## src/hw/tcp_pkg.sv

```systemverilog
package tcp_pkg;

  // ==========================================================
  // Register map (byte addresses, one 32-bit word each)
  // ==========================================================
  localparam int NUM_CCU = 2;
  localparam int FLAG_W = 5;
  localparam logic [7:0] ADDR_OPTION = 8'h00;
  localparam logic [7:0] ADDR_T0_VAL = 8'h04;
  localparam logic [7:0] ADDR_WIDE_CTRL = 8'h08;
  localparam logic [7:0] ADDR_WIDE_VAL = 8'h0C;
  localparam logic [7:0] ADDR_PER_CTRL = 8'h10;
  localparam logic [7:0] ADDR_PER_VAL = 8'h14;
  localparam logic [7:0] ADDR_PER_MATCH = 8'h18;
  localparam logic [7:0] ADDR_CC_BASE = 8'h1C;
  localparam logic [7:0] ADDR_CC_STRIDE = 8'h08;
  localparam logic [7:0] ADDR_CC_VAL_OFS = 8'h04;
  localparam logic [7:0] ADDR_FLAGS = 8'h2C;

  // ==========================================================
  // Field positions
  // ==========================================================
  localparam int OPT_RATE_LSB = 0;
  localparam int OPT_ASSIGN_BIT = 3;
  localparam int OPT_EDGE_BIT = 4;
  localparam int OPT_SRC_BIT = 5;
  localparam int WC_ON_BIT = 0;
  localparam int WC_SRC_BIT = 1;
  localparam int WC_NOSYNC_BIT = 2;
  localparam int WC_XTAL_BIT = 3;
  localparam int WC_PRE_LSB = 4;
  localparam int PC_PRE_LSB = 0;
  localparam int PC_ON_BIT = 2;
  localparam int PC_POST_LSB = 3;
  localparam int FLG_T0 = 0;
  localparam int FLG_WIDE = 1;
  localparam int FLG_PER = 2;
  localparam int FLG_CC_LSB = 3;

  // ==========================================================
  // Reset values and counts
  // ==========================================================
  localparam logic [7:0] PER_MATCH_RST = 8'hFF;
  localparam logic [3:0] PER_MASK_1 = 4'h0;
  localparam logic [3:0] PER_MASK_4 = 4'h3;
  localparam logic [3:0] PER_MASK_16 = 4'hF;
  localparam logic [3:0] CAP_DIV4_LAST = 4'h3;
  localparam logic [3:0] CAP_DIV16_LAST = 4'hF;

  typedef enum logic [3:0] {
    CCM_OFF = 4'h0,
    CCM_CAP_FALL = 4'h4,
    CCM_CAP_RISE = 4'h5,
    CCM_CAP_RISE4 = 4'h6,
    CCM_CAP_RISE16 = 4'h7,
    CCM_CMP_HIGH = 4'h8,
    CCM_CMP_LOW = 4'h9,
    CCM_CMP_FLAG = 4'hA,
    CCM_CMP_SPECIAL = 4'hB,
    CCM_PWM = 4'hC
  } tcp_ccmode_t;

  typedef struct packed {
    logic pin_out;
    logic pin_oe;
    logic evt;
    logic timer_clr;
    logic conv_start;
  } tcp_ccu_out_t;

  function automatic logic [7:0] cc_addr(input int unit, input logic is_val);
    cc_addr = 8'(ADDR_CC_BASE + ADDR_CC_STRIDE * unit +
                 (is_val ? ADDR_CC_VAL_OFS : 8'h00));
  endfunction : cc_addr

endpackage : tcp_pkg

```

## src/hw/tcp_timers.sv

```systemverilog
// Implementation choices: the register offsets and register access over APB.
`timescale 1ns/1ps
// What this block does
// - 8-bit overflow counter runs on instruction clock or external clock.
// - External clock for the 8-bit counter counts rising or falling edge.
// - One prescaler serves either the 8-bit counter or the watchdog.
// - Rate field gives 1:2 to 1:256; 1:1 while watchdog owns prescaler.
// - External 8-bit counter clock is synchronised after the prescaler.
// - 16-bit timer runs on instruction clock, external clock or crystal.
// - Counter mode may be synchronous or asynchronous; async runs in sleep.
// - 16-bit timer prescaler offers 1:1, 1:2, 1:4 and 1:8.
// - 16-bit timer must be synchronous when used for capture or compare; here only compare is gated on it, capture is not.
// - 8-bit period timer with prescaler, postscaler and period register.
// - Period timer prescaler divides by 1, 4 or 16 only.
// - Postscaler counts 1 to 16 period matches before flagging.
// - Period timer is PWM time base and serial port baud source.
// - Each unit is in one mode: capture, compare or PWM.
// - Capture copies the full 16-bit timer value into the unit.
// - Capture on falling, rising, every fourth or sixteenth rising edge.
// - Compare match flags, drives pin, may clear timer, start conversion.
// - PWM drives pin low when period timer equals 10-bit duty.
// - Period match clears timer, steps postscaler, drives PWM pin high.
// - Each timer raises an interrupt request on its event.
// - Internal source: count instruction clock, ignore sync control.
// - External rising edges; synchronous mode stops in sleep, prescaler not.
module tcp_timers (
  input wire logic clk,
  input wire logic rst_n,
  input wire logic ce,
  input wire logic psel,
  input wire logic penable,
  input wire logic pwrite,
  input wire logic [7:0] paddr,
  input wire logic [31:0] pwdata,
  output logic [31:0] prdata,
  output logic pready,
  output logic pslverr,
  input wire logic t0_ext_clk,
  input wire logic wdt_tick_in,
  output logic wdt_tick_out,
  input wire logic wide_ext_clk,
  input wire logic wide_xtal_clk,
  input wire logic sleep,
  input wire logic [tcp_pkg::NUM_CCU-1:0] cc_pin_in,
  output logic [tcp_pkg::NUM_CCU-1:0] cc_pin_out,
  output logic [tcp_pkg::NUM_CCU-1:0] cc_pin_oe,
  output logic [tcp_pkg::FLAG_W-1:0] irq_req,
  output logic conv_start,
  output logic ssp_baud_tick
);
  import tcp_pkg::*;

  typedef struct packed {
    logic [7:0] option;
    logic [7:0] t0_val;
    logic [7:0] t0_pre;
    logic t0_ext_q;
    logic t0_sync;
    logic wdt_out;
    logic [7:0] wide_ctrl;
    logic [15:0] wide_val;
    logic [2:0] wide_pre;
    logic wide_clk_q;
    logic wide_sync;
    logic [7:0] per_ctrl;
    logic [7:0] per_val;
    logic [7:0] per_match;
    logic [3:0] per_pre;
    logic [3:0] per_post;
    logic per_wrap;
    logic [NUM_CCU-1:0][3:0] cc_mode;
    logic [FLAG_W-1:0] flags;
    logic [31:0] prdata;
  } tcp_main_st_t;

  tcp_main_st_t st_r;
  tcp_main_st_t st_nxt;
  tcp_ccu_out_t cc_out [NUM_CCU];
  logic [NUM_CCU-1:0][15:0] cc_value;
  logic [NUM_CCU-1:0] cc_wr;
  logic apb_wr;
  logic addr_ok;
  logic [31:0] rdata;
  logic [7:0] t0_mask;
  logic t0_edge;
  logic t0_src;
  logic t0_inc;
  logic wsel;
  logic w_src;
  logic w_async;
  logic w_pre_out;
  logic wide_inc;
  logic wide_clr;
  logic [2:0] w_mask;
  logic [3:0] p_mask;
  logic per_tick;
  logic [FLAG_W-1:0] fset;
  logic [FLAG_W-1:0] fclr;

  // ==========================================================
  // APB slave: zero wait states, ce low stretches the access
  // ==========================================================
  always_comb begin
    addr_ok = 1'b0;
    rdata = 32'h0000_0000;
    case (paddr)
      ADDR_OPTION: begin
        addr_ok = 1'b1;
        rdata[7:0] = st_r.option;
      end
      ADDR_T0_VAL: begin
        addr_ok = 1'b1;
        rdata[7:0] = st_r.t0_val;
      end
      ADDR_WIDE_CTRL: begin
        addr_ok = 1'b1;
        rdata[7:0] = st_r.wide_ctrl;
      end
      ADDR_WIDE_VAL: begin
        addr_ok = 1'b1;
        rdata[15:0] = st_r.wide_val;
      end
      ADDR_PER_CTRL: begin
        addr_ok = 1'b1;
        rdata[7:0] = st_r.per_ctrl;
      end
      ADDR_PER_VAL: begin
        addr_ok = 1'b1;
        rdata[7:0] = st_r.per_val;
      end
      ADDR_PER_MATCH: begin
        addr_ok = 1'b1;
        rdata[7:0] = st_r.per_match;
      end
      ADDR_FLAGS: begin
        addr_ok = 1'b1;
        rdata[FLAG_W-1:0] = st_r.flags;
      end
      default: begin
        for (int i = 0; i < NUM_CCU; i++) begin
          if (paddr == cc_addr(i, 1'b0)) begin
            addr_ok = 1'b1;
            rdata[3:0] = st_r.cc_mode[i];
          end
          if (paddr == cc_addr(i, 1'b1)) begin
            addr_ok = 1'b1;
            rdata[15:0] = cc_value[i];
          end
        end
      end
    endcase
  end

  assign pready = ce;
  assign pslverr = psel & penable & ~addr_ok;
  assign apb_wr = psel & penable & pwrite & ce & addr_ok;
  assign t0_mask = 8'((9'h002 << st_r.option[OPT_RATE_LSB +: 3]) - 9'h001);
  assign w_mask = 3'((4'h1 << st_r.wide_ctrl[WC_PRE_LSB +: 2]) - 4'h1);

  // ==========================================================
  // Timer logic
  // ==========================================================
  always_comb begin
    st_nxt = st_r;
    st_nxt.t0_sync = 1'b0;
    st_nxt.wdt_out = 1'b0;
    st_nxt.wide_sync = 1'b0;
    st_nxt.per_wrap = 1'b0;
    fset = '0;
    fclr = '0;
    t0_inc = 1'b0;
    w_pre_out = 1'b0;
    wide_inc = 1'b0;
    per_tick = 1'b0;
    wide_clr = 1'b0;
    for (int i = 0; i < NUM_CCU; i++) begin
      wide_clr = wide_clr | cc_out[i].timer_clr;
      fset[FLG_CC_LSB + i] = cc_out[i].evt;
    end
    t0_edge = (t0_ext_clk ^ st_r.option[OPT_EDGE_BIT]) &
              ~(st_r.t0_ext_q ^ st_r.option[OPT_EDGE_BIT]);
    t0_src = st_r.option[OPT_SRC_BIT] ? t0_edge : 1'b1;
    wsel = st_r.wide_ctrl[WC_XTAL_BIT] ? wide_xtal_clk : wide_ext_clk;
    w_src = st_r.wide_ctrl[WC_SRC_BIT] ?
            (wsel & ~st_r.wide_clk_q) : 1'b1;
    w_async = st_r.wide_ctrl[WC_SRC_BIT] &
              st_r.wide_ctrl[WC_NOSYNC_BIT];
    p_mask = st_r.per_ctrl[PC_PRE_LSB + 1] ? PER_MASK_16 :
             (st_r.per_ctrl[PC_PRE_LSB] ? PER_MASK_4 : PER_MASK_1);
    if (ce) begin
      st_nxt.t0_ext_q = t0_ext_clk;
      st_nxt.wide_clk_q = wsel;
      if (st_r.option[OPT_ASSIGN_BIT]) begin
        // Watchdog owns the prescaler; counter sees every tick
        if (wdt_tick_in) begin
          st_nxt.t0_pre = st_r.t0_pre + 8'h01;
          st_nxt.wdt_out = ((st_r.t0_pre + 8'h01) & (t0_mask >> 1)) == 8'h00;
        end
        st_nxt.t0_sync = t0_src;
      end else if (t0_src) begin
        st_nxt.t0_pre = st_r.t0_pre + 8'h01;
        st_nxt.t0_sync = ((st_r.t0_pre + 8'h01) & t0_mask) == 8'h00;
      end
      // Only the registered prescaler output reaches the counter
      t0_inc = st_r.t0_sync & ~sleep;
      if (t0_inc) begin
        st_nxt.t0_val = st_r.t0_val + 8'h01;
        fset[FLG_T0] = (st_r.t0_val == 8'hFF);
      end
      if (st_r.wide_ctrl[WC_ON_BIT] && w_src) begin
        // Prescaler keeps running in sleep
        st_nxt.wide_pre = (st_r.wide_pre + 3'h1) & w_mask;
        w_pre_out = ((st_r.wide_pre + 3'h1) & w_mask) == 3'h0;
      end
      st_nxt.wide_sync = w_pre_out;
      if (w_async) begin
        wide_inc = w_pre_out;
      end else if (st_r.wide_ctrl[WC_SRC_BIT]) begin
        wide_inc = st_r.wide_sync & ~sleep & st_r.wide_ctrl[WC_ON_BIT];
      end else begin
        wide_inc = w_pre_out & ~sleep;
      end
      if (wide_clr) begin
        st_nxt.wide_val = 16'h0000;
      end else if (wide_inc) begin
        st_nxt.wide_val = st_r.wide_val + 16'h0001;
        fset[FLG_WIDE] = (st_r.wide_val == 16'hFFFF);
      end
      if (st_r.per_ctrl[PC_ON_BIT]) begin
        st_nxt.per_pre = (st_r.per_pre + 4'h1) & p_mask;
        per_tick = ((st_r.per_pre + 4'h1) & p_mask) == 4'h0;
      end
      if (per_tick) begin
        if (st_r.per_val == st_r.per_match) begin
          st_nxt.per_val = 8'h00;
          st_nxt.per_wrap = 1'b1;
          if (st_r.per_post == st_r.per_ctrl[PC_POST_LSB +: 4]) begin
            st_nxt.per_post = 4'h0;
            fset[FLG_PER] = 1'b1;
          end else begin
            st_nxt.per_post = st_r.per_post + 4'h1;
          end
        end else begin
          st_nxt.per_val = st_r.per_val + 8'h01;
        end
      end
      if (psel && !penable) begin
        st_nxt.prdata = rdata;
      end
      if (apb_wr) begin
        case (paddr)
          ADDR_OPTION: st_nxt.option = pwdata[7:0];
          ADDR_T0_VAL: begin
            st_nxt.t0_val = pwdata[7:0];
            st_nxt.t0_pre = 8'h00;
          end
          ADDR_WIDE_CTRL: st_nxt.wide_ctrl = pwdata[7:0];
          ADDR_WIDE_VAL: st_nxt.wide_val = pwdata[15:0];
          ADDR_PER_CTRL: st_nxt.per_ctrl = pwdata[7:0];
          ADDR_PER_VAL: begin
            st_nxt.per_val = pwdata[7:0];
            st_nxt.per_pre = 4'h0;
            st_nxt.per_post = 4'h0;
          end
          ADDR_PER_MATCH: st_nxt.per_match = pwdata[7:0];
          ADDR_FLAGS: fclr = pwdata[FLAG_W-1:0];
          default: begin
            for (int i = 0; i < NUM_CCU; i++) begin
              if (paddr == cc_addr(i, 1'b0)) begin
                st_nxt.cc_mode[i] = pwdata[3:0];
              end
            end
          end
        endcase
      end
      // Write-one-to-clear; a new event in the same cycle survives
      st_nxt.flags = (st_r.flags & ~fclr) | fset;
    end
  end

  always_ff @(posedge clk or negedge rst_n) begin
    if (!rst_n) begin
      st_r <= '0;
      st_r.per_match <= PER_MATCH_RST;
    end else begin
      st_r <= st_nxt;
    end
  end

  // ==========================================================
  // Capture/compare/PWM units
  // ==========================================================
  genvar g;
  generate
    for (g = 0; g < NUM_CCU; g++) begin : g_ccu
      assign cc_wr[g] = apb_wr && (paddr == cc_addr(g, 1'b1));
      tcp_ccu #(
        .IS_SECOND(g == 1)
      ) u_ccu (
        .clk(clk),
        .rst_n(rst_n),
        .ce(ce),
        .mode(tcp_ccmode_t'(st_r.cc_mode[g])),
        .wr_en(cc_wr[g]),
        .wr_data(pwdata[15:0]),
        .wide_value(st_r.wide_val),
        .wide_synced(~w_async),
        .period_fine({st_r.per_val, st_r.per_pre[1:0]}),
        .period_wrap(st_r.per_wrap),
        .pin_in(cc_pin_in[g]),
        .value(cc_value[g]),
        .ccu_out(cc_out[g])
      );
      assign cc_pin_out[g] = cc_out[g].pin_out;
      assign cc_pin_oe[g] = cc_out[g].pin_oe;
    end
  endgenerate

  assign prdata = st_r.prdata;
  assign wdt_tick_out = st_r.wdt_out;
  assign irq_req = st_r.flags;
  assign conv_start = cc_out[1].conv_start;
  assign ssp_baud_tick = st_r.per_wrap;
endmodule : tcp_timers

```

## src/hw/tcp_ccu.sv

```systemverilog
`timescale 1ns/1ps
module tcp_ccu #(
  parameter bit IS_SECOND = 1'b0
) (
  input wire logic clk,
  input wire logic rst_n,
  input wire logic ce,
  input tcp_pkg::tcp_ccmode_t mode,
  input wire logic wr_en,
  input wire logic [15:0] wr_data,
  input wire logic [15:0] wide_value,
  input wire logic wide_synced,
  input wire logic [9:0] period_fine,
  input wire logic period_wrap,
  input wire logic pin_in,
  output logic [15:0] value,
  output tcp_pkg::tcp_ccu_out_t ccu_out
);
  import tcp_pkg::*;

  typedef struct packed {
    logic [15:0] value;
    logic pin_q;
    logic [3:0] edge_cnt;
    logic pin_lvl;
    logic match_q;
    logic evt;
    logic tclr;
    logic conv;
  } tcp_ccu_st_t;

  tcp_ccu_st_t st_r;
  tcp_ccu_st_t st_nxt;
  logic rise;
  logic fall;
  logic capture;
  logic match;
  logic pwm;
  logic [9:0] duty;
  logic [3:0] last;

  assign duty = {st_r.value[15:8], st_r.value[5:4]};
  assign pwm = (mode[3:2] == 2'b11);

  always_comb begin
    st_nxt = st_r;
    st_nxt.evt = 1'b0;
    st_nxt.tclr = 1'b0;
    st_nxt.conv = 1'b0;
    rise = pin_in & ~st_r.pin_q;
    fall = ~pin_in & st_r.pin_q;
    capture = 1'b0;
    last = (mode == CCM_CAP_RISE4) ? CAP_DIV4_LAST : CAP_DIV16_LAST;
    // Compare only against a clock-synchronous timer
    match = wide_synced && (wide_value == st_r.value);
    if (ce) begin
      st_nxt.pin_q = pin_in;
      st_nxt.match_q = match;
      if (mode != CCM_CAP_RISE4 && mode != CCM_CAP_RISE16) begin
        st_nxt.edge_cnt = 4'h0;
      end
      case (mode)
        CCM_CAP_FALL: capture = fall;
        CCM_CAP_RISE: capture = rise;
        CCM_CAP_RISE4, CCM_CAP_RISE16: begin
          if (rise) begin
            if (st_r.edge_cnt == last) begin
              st_nxt.edge_cnt = 4'h0;
              capture = 1'b1;
            end else begin
              st_nxt.edge_cnt = st_r.edge_cnt + 4'h1;
            end
          end
        end
        CCM_CMP_HIGH, CCM_CMP_LOW, CCM_CMP_FLAG, CCM_CMP_SPECIAL: begin
          // Edge of the match, so a slow timer flags once
          if (match && !st_r.match_q) begin
            st_nxt.evt = 1'b1;
            if (mode == CCM_CMP_HIGH) begin
              st_nxt.pin_lvl = 1'b1;
            end
            if (mode == CCM_CMP_LOW) begin
              st_nxt.pin_lvl = 1'b0;
            end
            if (mode == CCM_CMP_SPECIAL) begin
              st_nxt.tclr = 1'b1;
              st_nxt.conv = IS_SECOND;
            end
          end
        end
        default: begin
          if (pwm) begin
            if (period_wrap) begin
              st_nxt.pin_lvl = 1'b1;
            end
            // Duty match wins, so a zero duty gives a low pin
            if (period_fine == duty) begin
              st_nxt.pin_lvl = 1'b0;
            end
          end
        end
      endcase
      if (capture) begin
        st_nxt.value = wide_value;
        st_nxt.evt = 1'b1;
      end else if (wr_en) begin
        st_nxt.value = wr_data;
      end
    end
  end

  always_ff @(posedge clk or negedge rst_n) begin
    if (!rst_n) begin
      st_r <= '0;
    end else begin
      st_r <= st_nxt;
    end
  end

  assign value = st_r.value;
  assign ccu_out.pin_out = st_r.pin_lvl;
  assign ccu_out.pin_oe = mode[3];
  assign ccu_out.evt = st_r.evt;
  assign ccu_out.timer_clr = st_r.tclr;
  assign ccu_out.conv_start = st_r.conv;
endmodule : tcp_ccu

```

## config.mk

```make
export PLATFORM = sky130hd
export DESIGN_NAME = tcp_timers
export DESIGN_NICKNAME = d
export VERILOG_FILES = /design/src/hw/tcp_pkg.sv /design/src/hw/tcp_timers.sv /design/src/hw/tcp_ccu.sv
export SDC_FILE = /design/constraint.sdc
export NUM_CORES = 1
export LEC_CHECK = 0
export ABC_AREA = 1
export BUFFER_PORTS_ARGS = -buffer_cell sky130_fd_sc_hd__buf_2
export CAP_MARGIN = 0
export CORE_ASPECT_RATIO = 0.8
export CORE_MARGIN = 2
export CORE_UTILIZATION = 25
export DETAILED_ROUTE_END_ITERATION = 10
export HOLD_SLACK_MARGIN = 0.03
export PLACE_DENSITY = 0.46
export SETUP_SLACK_MARGIN = 0.5
export SLEW_MARGIN = 20
export SYNTH_ARGS = -nofsm -noshare
export SYNTH_HDL_FRONTEND = slang
export SYNTH_SLANG_ARGS = --single-unit
```

## constraint.sdc

```tcl
create_clock -name clk -period 4.5 [get_ports clk]
set_input_delay 0.9 -clock clk [delete_from_list [all_inputs] [get_ports clk]]
set_output_delay 0.9 -clock clk [all_outputs]
set_load 0.05 [all_outputs]
```

# Word-level counts from Yosys, hierarchy flattened
# Cells that the tools add are included.
[word_totals]
word_cells = 292
n_memories = 0
regBits = 169
latch_bits = 0
mem_bits_ro = 0
ramBits = 0
[op_classes]
reduce_logical = 44
n_mul = 0
n_div = 0
order_cmp = 0
muxes = 114
bitwise = 38
eq_ne = 47
n_shift = 2
add_sub_neg = 11
[op_table]
columns = ["cell", "count"]
rows = [
  ["2-to-1 mux 16 bit", 12],
  ["2-to-1 mux 109 bit", 1],
  ["2-to-1 mux 8 bit", 13],
  ["2-to-1 mux 4 bit", 17],
  ["2-to-1 mux 1 bit", 47],
  ["case mux 5 bit (8 select lines)", 1],
  ["== test 16 bit", 2],
  ["== test 4 x 3 -> 1 bit, second input constant", 8],
  ["== test 4 bit, second input constant", 8],
  ["== test 8 x 5 -> 1 bit, second input constant", 4],
  ["== test 8 x 6 -> 1 bit, second input constant", 4],
  ["2-to-1 mux 32 bit", 1],
  ["2-to-1 mux 5 bit", 5],
  ["adder 8 x 1 -> 8 bit, second input constant", 3],
  ["zero test 8 bit", 3],
  ["2-to-1 mux 24 bit", 1],
  ["case mux 3 bit (8 select lines)", 1],
  ["2-to-1 mux 3 bit", 7],
  ["== test 10 bit", 2],
  ["adder 16 x 1 -> 16 bit, second input constant", 1],
  ["adder 4 x 1 -> 4 bit, second input constant", 4],
  ["bitwise AND 1 bit", 16],
  ["== test 16 bit, second input constant", 1],
  ["== test 8 x 4 -> 1 bit, second input constant", 2],
  ["other kinds (41)", 92],
]

# Depth between registers and ports, before layout
# Gate-level depths: netlist of run 1.
[depth]
depth_word = 15
mapped_depth = 15
mapped_depth_nobuf = 15

# Hierarchy
# From an unflattened synthesis of run 1, not the netlist that was laid out.
[hier_totals]
hier_cells = 1869
area_unflattened_um2 = 12662.1
[modules_own_cells]
columns = ["mod", "cells_per_inst", "area_each_um2", "n_inst"]
rows = [
  ["tcp_timers", 1156, 8013.9, 1],
  ["tcp_ccu (g_ccu[0].u_ccu)", 357, 2326.0, 1],
  ["tcp_ccu (g_ccu[1].u_ccu)", 356, 2322.2, 1],
]

# Worst setup path after synthesis of run 1
# No wires, ideal clock.
[synth_path]
path_kind = "input to output"
from = "input port paddr[0]"
to = "output port pslverr"
required_ns = 3.600
path_stages = 9
path_slack_ns = 1.222
t_arrival_ns = 2.378
path_buffers = 1
path_cell_list = "inv_1 -> nand2_1 -> nor2_4 -> nand2_1 -> nand3_1 -> nor2_1 -> nand2_4 -> buf_2 -> nor2_1"
[synth_via]
elab_chain_cells = 8
[synth_rtl]
columns = ["item", "line_no", "text"]
rows = [
  ["start: declaration", "tcp_timers.sv:33", "input wire logic [7:0] paddr,"],
  ["== test 8 x 5 -> 1 bit", "tcp_timers.sv:141", "if (paddr == cc_addr(i, 1'b0)) begin"],
  ["2-to-1 mux 1 bit", "tcp_timers.sv:141", ""],
  ["2-to-1 mux 1 bit", "tcp_timers.sv:145", "if (paddr == cc_addr(i, 1'b1)) begin"],
  ["2-to-1 mux 1 bit", "tcp_timers.sv:141", ""],
  ["2-to-1 mux 1 bit", "tcp_timers.sv:145", ""],
  ["2-to-1 mux 1 bit (*)", "tcp_timers.sv:106", "case (paddr)"],
  ["NOT 1 bit (*)", "tcp_timers.sv:155", "assign pslverr = psel & penable & ~addr_ok;"],
  ["bitwise AND 1 bit (*)", "tcp_timers.sv:155", ""],
  ["end: declaration", "tcp_timers.sv:37", "output logic pslverr,"],
]
# Every way passes the cells marked *; elsewhere a longest branch is shown, timed or not.

# Final worst setup path of run 1
[layout_path]
from = "input port paddr[5]"
to = "output port pslverr"
# Same word-level chain as after synthesis.

==> out/results.ini, run 1 <==
[cells_and_area]
syn_to_final_growth_pct = 11.09
n_fill_cell = 4892
design_area_sq_mm = 0.01243
drive_gt1_frac = 0.1011
nNetsFinal = 1691
num_antenna_cells = 0

[worst_setup_path]
timing.critical_path.mode_cell = nand2_1
critPathArrivalTime_ns = 2.42
critPathMaxStageDelay_ns = 0.27
path_max_fanout = 13
slowest_stage = buf_2
cp.required_ns = 3.60
cp.buffers_inverters = 4
crit_chain = buf_2 > inv_1 > nand2_1 > nor2_4 > nand2_1 > buf_4 > nand2_1 > nor2_1 > nand2_4 > nor2_1 > buf_2
endpoint_kind = output port
worstSetupPathType = in2out
worstSetupStartpointType = input pin
crit_family = simple AND/OR/NAND/NOR gates

[synth]
yosys_most_used_dff = dfrtp_1
synth-seq-cells = 168
avgSynthCellArea_sq_um = 6.925
synth.area.mux_share = 0.0008945
yosys_warnings = 0
synth.distinct_cells = 49
synth_fa_ha_area_frac = 0.01006
synth_xor_area_frac = 0.04618
syn_area_sq_mm = 0.01119
ys_seq_area_frac = 0.3766
syn_inst = 1616
synth_top_family_by_area = simple AND/OR/NAND/NOR gates
synth-edff-count = 0
synth-async-reset-ratio = 1.000
synth_compound_area_frac = 0.1261
synth-simple-area-share = 0.3330

[placed_design]
place_hpwl_um = 31500
gp_congestion = 0.9250
placed_cell_area_sq_mm = 0.01190
port_buffers = 66

[clock_network]
postCtsSetupBuffers = 0
hold_buffers = 0
cts_buffer_depth = 2
path_clk_slew_ns = 0.08
clockRootBuffer = clkbuf_16
tritoncts = yes
insertion_delay_ns = 0.46
htreeDepth = 4
cts_sinks = 168
numCtsBuffers = 17
post_cts_resize_count = 0

[global_route]
antenna_found_initial = 0
grt_max_degree = 91
grt.overflow.total = 0
grt_pass1_wl_um = 63580
grt_pass1_vias = 9958
grt_usage = 0.1819

[drt]
via_per_inst = 4.806
dr_total_vias = 10790
ant_nets = 0
drc_errors = 0
dr.pass1.iters = 5
wire_per_inst_um = 18.70
wl_um = 41980
first_iter_violations = 1065

[floorplan]
core_area_sq_mm = 0.04429
dieWidth_um = 240.5
start_util = 0.2527
die-area_sq_mm = 0.04648
num_rows = 69
ios = 99
die_y_um = 193.2

[sta]
setup_violations = 0
finalCritPeriodShare = 0.7387
setup_tns_ns = 0
tightestPinTransition_ns = 0.9684
max_freq_mhz = 300.8
relSlewSlack = 0.3537
hold_viol_final = 0
drv_slew = 0
rsz0062_at_grt = no
worst_clock_skew_ns = 0.01382
period_minus_slack_ns = 3.324

[worst_hold_path]
hold_path_class = reg2reg

[pwr]
power_frac_comb = 0.192
p_sw_mw = 1.405
vdd_drop_max_uv = 281.2
internal_power_mw = 2.555
p_per_area_mw_per_mm2 = 318.5
power_leakage_nw = 5.881
power.share.switching = 0.3548
total_power_mw = 3.959
seqPwrFrac = 0.453
pwr-share-clk = 0.355

[run_status]
status = completed

[run]
drv_cap = 0

[kinds of logic after synthesis]
logic type                 count (synthesis)
muxes                                      1
and+or+nand+nor                          860
DFF                                      168
buffers and inverters                    265
other                                      1
adders and majority gates                  9
AOI/OAI and AO/OA                        253
xor gates and xnor gates                  59
[routing by layer]
layer / vias up / GRT usage / routed length, um
li1: 5233 / - / -
met1: 5154 / 0.2725 / 20380
met2: 364 / 0.2629 / 17710
met3: 38 / 0.03724 / 3200
met4: 0 / 0.04739 / 694
met5: - / 0 / 0
[Yosys cell counts (all sizes together), types with 4 or more instances]
cell type,number,area share
a211oi,5,0.0034
a21oi,32,0.014
a221oi,9,0.0070
buf,64,0.039
clkbuf,40,0.013
dfrtp,160,0.36
dfstp,8,0.019
ha,9,0.010
inv,159,0.054
nand2,512,0.18
nand3,109,0.052
nand3b,4,0.0027
nand4,49,0.028
nor2,155,0.055
nor3,19,0.0095
o21ai,153,0.068
o22ai,40,0.022
or2,8,0.0045
xnor2,15,0.012
xor2,44,0.034
[worst register-to-register path, stage by stage, from the launching register on]
cell and delay (ns):
dfrtp_1 0.48, ha_1 0.35, o21ai_1 0.14, nand3_1 0.10, nor2_2 0.33, inv_1 0.17
nor2_2 0.29, inv_1 0.29, nand2_1 0.17, nor2_1 0.05, nor2_1 0.11, nor2_1 0.05
[stage by stage]
step / hold slack [ns] / setup WS (ns) / cells / utilization
4_1_cts: 0.4629 / 1.186 / 2245 / 0.2807
2_1_floorplan: 0.4255 / 1.222 / 1631 / -
3_3_place_gp: 0.4540 / 1.192 / 2213 / 0.2687
6_report: 0.4627 / 1.176 / 2245 / 0.2807
3_5_place_dp: 0.4572 / 1.184 / 2213 / 0.2687
5_1_grt: 0.4819 / 1.080 / 2245 / 0.2807
[sequential cells by signal, summed over array words and instances (netlist names)]
register,count
g_ccu.u_ccu.ccu_out,6
g_ccu.u_ccu.st_r,12
g_ccu.u_ccu.value,32
irq_req,5
prdata,16
ssp_baud_tick,1
st_r,95
wdt_tick_out,1
[cells in the final DEF (no fill, tap or decap), types with 2 or more instances in the layout]
cell type	Yosys	routed
a211oi_1	5	5
o21ai_0	136	136
clkinvlp_4	0	4
nand3b_1	4	4
nand2_2	7	7
conb_1	1	16
xnor2_1	15	15
clkbuf_1	40	3
nand3_2	3	3
clkbuf_16	0	17
clkinv_4	0	5
inv_1	152	152
dfstp_2	8	8
dfrtp_1	160	160
buf_2	17	64
o22ai_1	40	40
ha_1	9	9
nor3_1	18	18
nand3_1	104	104
nor2_2	5	5
xor2_1	44	44
o21ai_1	17	17
nand2_1	497	497
a21oi_1	32	32
inv_2	6	6
o211ai_1	3	3
inv_6	0	2
nand2_4	8	8
nor2_1	147	147
nor2_4	3	3
a32o_1	2	2
clkinv_1	2	2
or2_2	8	8
buf_4	44	17
nor4_1	3	3
a221oi_1	9	9
o2111ai_1	2	2
nand3_4	2	2
nand4_1	48	48
[final timing paths]
check | from | to | slack (ns) | cells past startpoint
worst max-delay path | paddr[5] | pslverr | 1.18 | 11
worst min register to register | g_ccu[0].u_ccu.ccu_out[2]$_DFF_PN0_ | irq_req[3]$_DFFE_PN0P_ | 0.46 | 2
worst max register to register | st_r[50]$_DFFE_PN0P_ | st_r[64]$_DFFE_PN0P_ | 1.87 | 11
worst min-delay path | g_ccu[0].u_ccu.ccu_out[2]$_DFF_PN0_ | irq_req[3]$_DFFE_PN0P_ | 0.46 | 2
min in group asynchronous | rst_n | wdt_tick_out$_DFF_PN0_ | 0.53 | 1
max in group asynchronous | rst_n | prdata[13]$_DFFE_PN0P_ | 3.07 | 2
[final cells by class]
cell class              instances  area, sq um  area share
multi-input cells            1198         5837      0.4695
repair buffers                 83        481.7     0.03875
inverters                     161        611.8     0.04922
clock inverters                12        96.34    0.007750
well taps                     603        754.5     0.06069
flip-flops and latches        168         4214      0.3390
clock buffers                  20        436.7     0.03512
[power groups by stage]
stage,registers [mW],logic (mW),clock network [mW]
finish,1.79,0.760,1.41
global route,1.81,0.854,1.51
CTS,1.79,0.760,1.44
detailed placement,1.81,0.758,0
global placement,1.81,0.749,0
floorplan,1.70,0.623,0
No activity file was read; power rests on OpenSTA's default activity.
==> run 2: changes to the inputs <==
PLACE_DENSITY = 0.47   (was 0.46)
clock period = 2.7 ns   (was 4.5 ns; I/O delays follow)
==> run 2 against run 1 <==
Effect of this change:
- routed wire length rose by 1.2%
- die area unchanged
- utilization grew 1.3 points
- design area up 4.7%
- combinational power rose by 88%
- sequential share of layout area is 1.5 points lower
- via count rose by 2.7%
- global-route usage grew 0.054 points
- non-clock buffer count up 49
- flip-flop and latch count unchanged
==> out/results.ini, run 2 (same netlist as run 1, synthesis figures left out) <==
[global_route]
grtUsageMet3 = 0.04181  ; +0.004566
grt_max_degree = 61  ; -33%
antenna_found_initial = 1  ; +1
grt_pass1_vias = 9969  ; +0.11%
grt_usage = 0.1824  ; +0.0005364
grt_pass1_wl_um = 63240  ; -0.53%
use_met1 = 0.2710  ; -0.001478
grt.overflow.total = 0  ; unchanged
use_met2 = 0.2579  ; -0.005017
top_usage_layer = met1

[sta]
setup_violations = 0  ; unchanged
worst_clock_skew_ns = 0.01229  ; -0.001525 ns
setup_tns_ns = 0  ; unchanged
tightestPinTransition_ns = 0.6232  ; -0.3451 ns
max_freq_mhz = 461.3
period_minus_slack_ns = 2.168
relSlewSlack = 0.5840  ; +0.2303
finalCritPeriodShare = 0.8030
hold_viol_final = 0  ; unchanged
whs_ns = 0.03427  ; -0.4284 ns
rsz0062_at_grt = no
drv_slew = 0  ; unchanged

[floorplan]
die_y_um = 193.2  ; unchanged
core_area_sq_mm = 0.04429  ; unchanged
start_util = 0.2527  ; unchanged
dieWidth_um = 240.5  ; unchanged
num_rows = 69  ; unchanged
ios = 99  ; unchanged
die-area_sq_mm = 0.04648  ; unchanged

[worst_setup_path]
worstSetupStartpointType = input pin
endpoint_kind = output port
path_max_fanout = 5  ; -8
critPathArrivalTime_ns = 1.63  ; -0.79 ns
crit_chain = buf_2 > inv_2 > nand2_4 > nor3_4 > nand2_4 > clkinvlp_4 > nor2_4 > nand2_4 > nor2_4 > buf_6
cp.required_ns = 2.16  ; -1.44 ns
slowest_stage = nor3_4
timing.critical_path.mode_cell = nand2_4
worstSetupPathType = in2out
critPathMaxStageDelay_ns = 0.28  ; about the same

[clock_network]
numCtsBuffers = 17  ; unchanged
insertion_delay_ns = 0.46  ; about the same
clockRootBuffer = clkbuf_16
path_clk_slew_ns = 0.08  ; about the same
cts_sinks = 168  ; unchanged
tritoncts = yes
htreeDepth = 4  ; unchanged
cts_buffer_depth = 2  ; unchanged

[pwr]
total_power_mw = 6.861  ; +73%
p_per_area_mw_per_mm2 = 527.0  ; +65%
power_leakage_nw = 6.178  ; +5.1%
vdd_drop_max_uv = 460.9  ; +64%

[cells_and_area]
n_fill_cell = 4839  ; -1.1%
regMostFlops = st_r
final_cell_mix = nand2_1 (492), dfrtp_1 (157), inv_1 (149), nor2_1 (136), o21ai_0 (134)
final_core_utilization = 0.2940  ; +0.01328
mostFrequentLayoutCell = nand2_1
nNetsFinal = 1741  ; +3.0%
num_antenna_cells = 0  ; unchanged
syn_to_final_growth_pct = 16.35
design_area_sq_mm = 0.01302  ; +4.7%
drive_gt1_frac = 0.1437  ; +0.04261
largest_reg_flops = 95  ; unchanged

[worst_hold_path]
hold_path_class = in2async

[placed_design]
place_hpwl_um = 31890  ; +1.2%
gp_congestion = 0.9096  ; -1.7%
port_buffers = 66  ; unchanged
placed_cell_area_sq_mm = 0.01221  ; +2.6%

[drt]
wl_um = 42490  ; +1.2%
dr_total_vias = 11090  ; +2.7%
wire_per_inst_um = 18.52  ; -0.95%
drc_errors = 0  ; unchanged
first_iter_violations = 1097  ; +3.0%
via_per_inst = 4.832  ; +0.55%
ant_nets = 0  ; unchanged
dr.pass1.iters = 5  ; unchanged

[run]
drv_cap = 0  ; unchanged

[run_status]
status = completed

==> run 2: cell types whose count changed in the layout (fill, tap and decap cells not counted), sizes merged <==
| cell | before | now |
|---|---|---|
| buf | 82 | 129 |
| clkinv | 8 | 5 |
| bufinv | 0 | 2 |
| clkbuf | 21 | 22 |
| clkinvlp | 4 | 5 |
| nor2 | 155 | 156 |
==> run 2: final timing paths <==
path,cells past startpoint,start,to,slack [ns]
setup / recovery,10,paddr[7],pslverr,0.53
hold / removal,1,rst_n,st_r[114]$_DFFE_PN0P_,0.03
setup reg to reg,7,st_r[95]$_DFFE_PN0P_,g_ccu[0].u_ccu.ccu_out[2]$_DFF_PN0_,0.55
hold reg to reg,2,g_ccu[0].u_ccu.ccu_out[2]$_DFF_PN0_,irq_req[3]$_DFFE_PN0P_,0.45
max in group asynchronous,2,rst_n,st_r[54]$_DFFE_PN1P_,1.89
min in group clk,3,pwdata[5],st_r[123]$_DFFE_PN0P_,0.38
==> run 2: routing by layer <==
metal	vias to the layer above	share of wire
li1	5338	-
met4	2	0.023
met3	61	0.075
met1	5267	0.48
met5	-	0.00031
met2	417	0.42
==> run 2: power by group <==
part,switching (mW),leakage (nW),internal [mW]
Combinational,0.971,3.72,0.459
Clock,1.15,0.271,1.37
Sequential,0.234,2.19,2.68
Total,2.35,6.18,4.51
==> run 2: worst max-delay path, delay by kind of cell <==
kind / cells / cell delay (ns)
AND/OR/NAND/NOR: 6 / 0.68
buffers and inverters: 4 / 0.41
==> run 2: per-stage QoR <==
| step | setup slack (ns) | std cells |
|---|---|---|
| floorplan | 0.5196 | 1631 |
| global placement | 0.1141 | 2249 |
| detailed placement | 0.1108 | 2249 |
| CTS | 0.4549 | 2284 |
| global route | 0.4354 | 2294 |
| finish | 0.5320 | 2294 |
==> run 2: final cells by class <==
class	count	area [sq um]	area share
clock buffer	19	432.9	0.03325
clock inverter	12	143.9	0.01105
inverter	161	621.8	0.04776
multi-input combinational	1199	5947	0.4568
sequential	168	4218	0.3239
tap	603	754.5	0.05795
timing repair buffer	132	902.1	0.06929
==> run 2: what timing repair did <==
| action | 4_1_cts | 5_1_grt |
|---|---|---|
| gates resized for setup | 9 | 32 |
| hold endpoints to repair | 0 | 0 |
| endpoints found under the setup margin | 29 | 84 |
| pin swaps | 3 | 13 |
| buffers inserted | 4 | 9 |
| gates cloned | 0 | 1 |
| hold buffers | 0 | 0 |
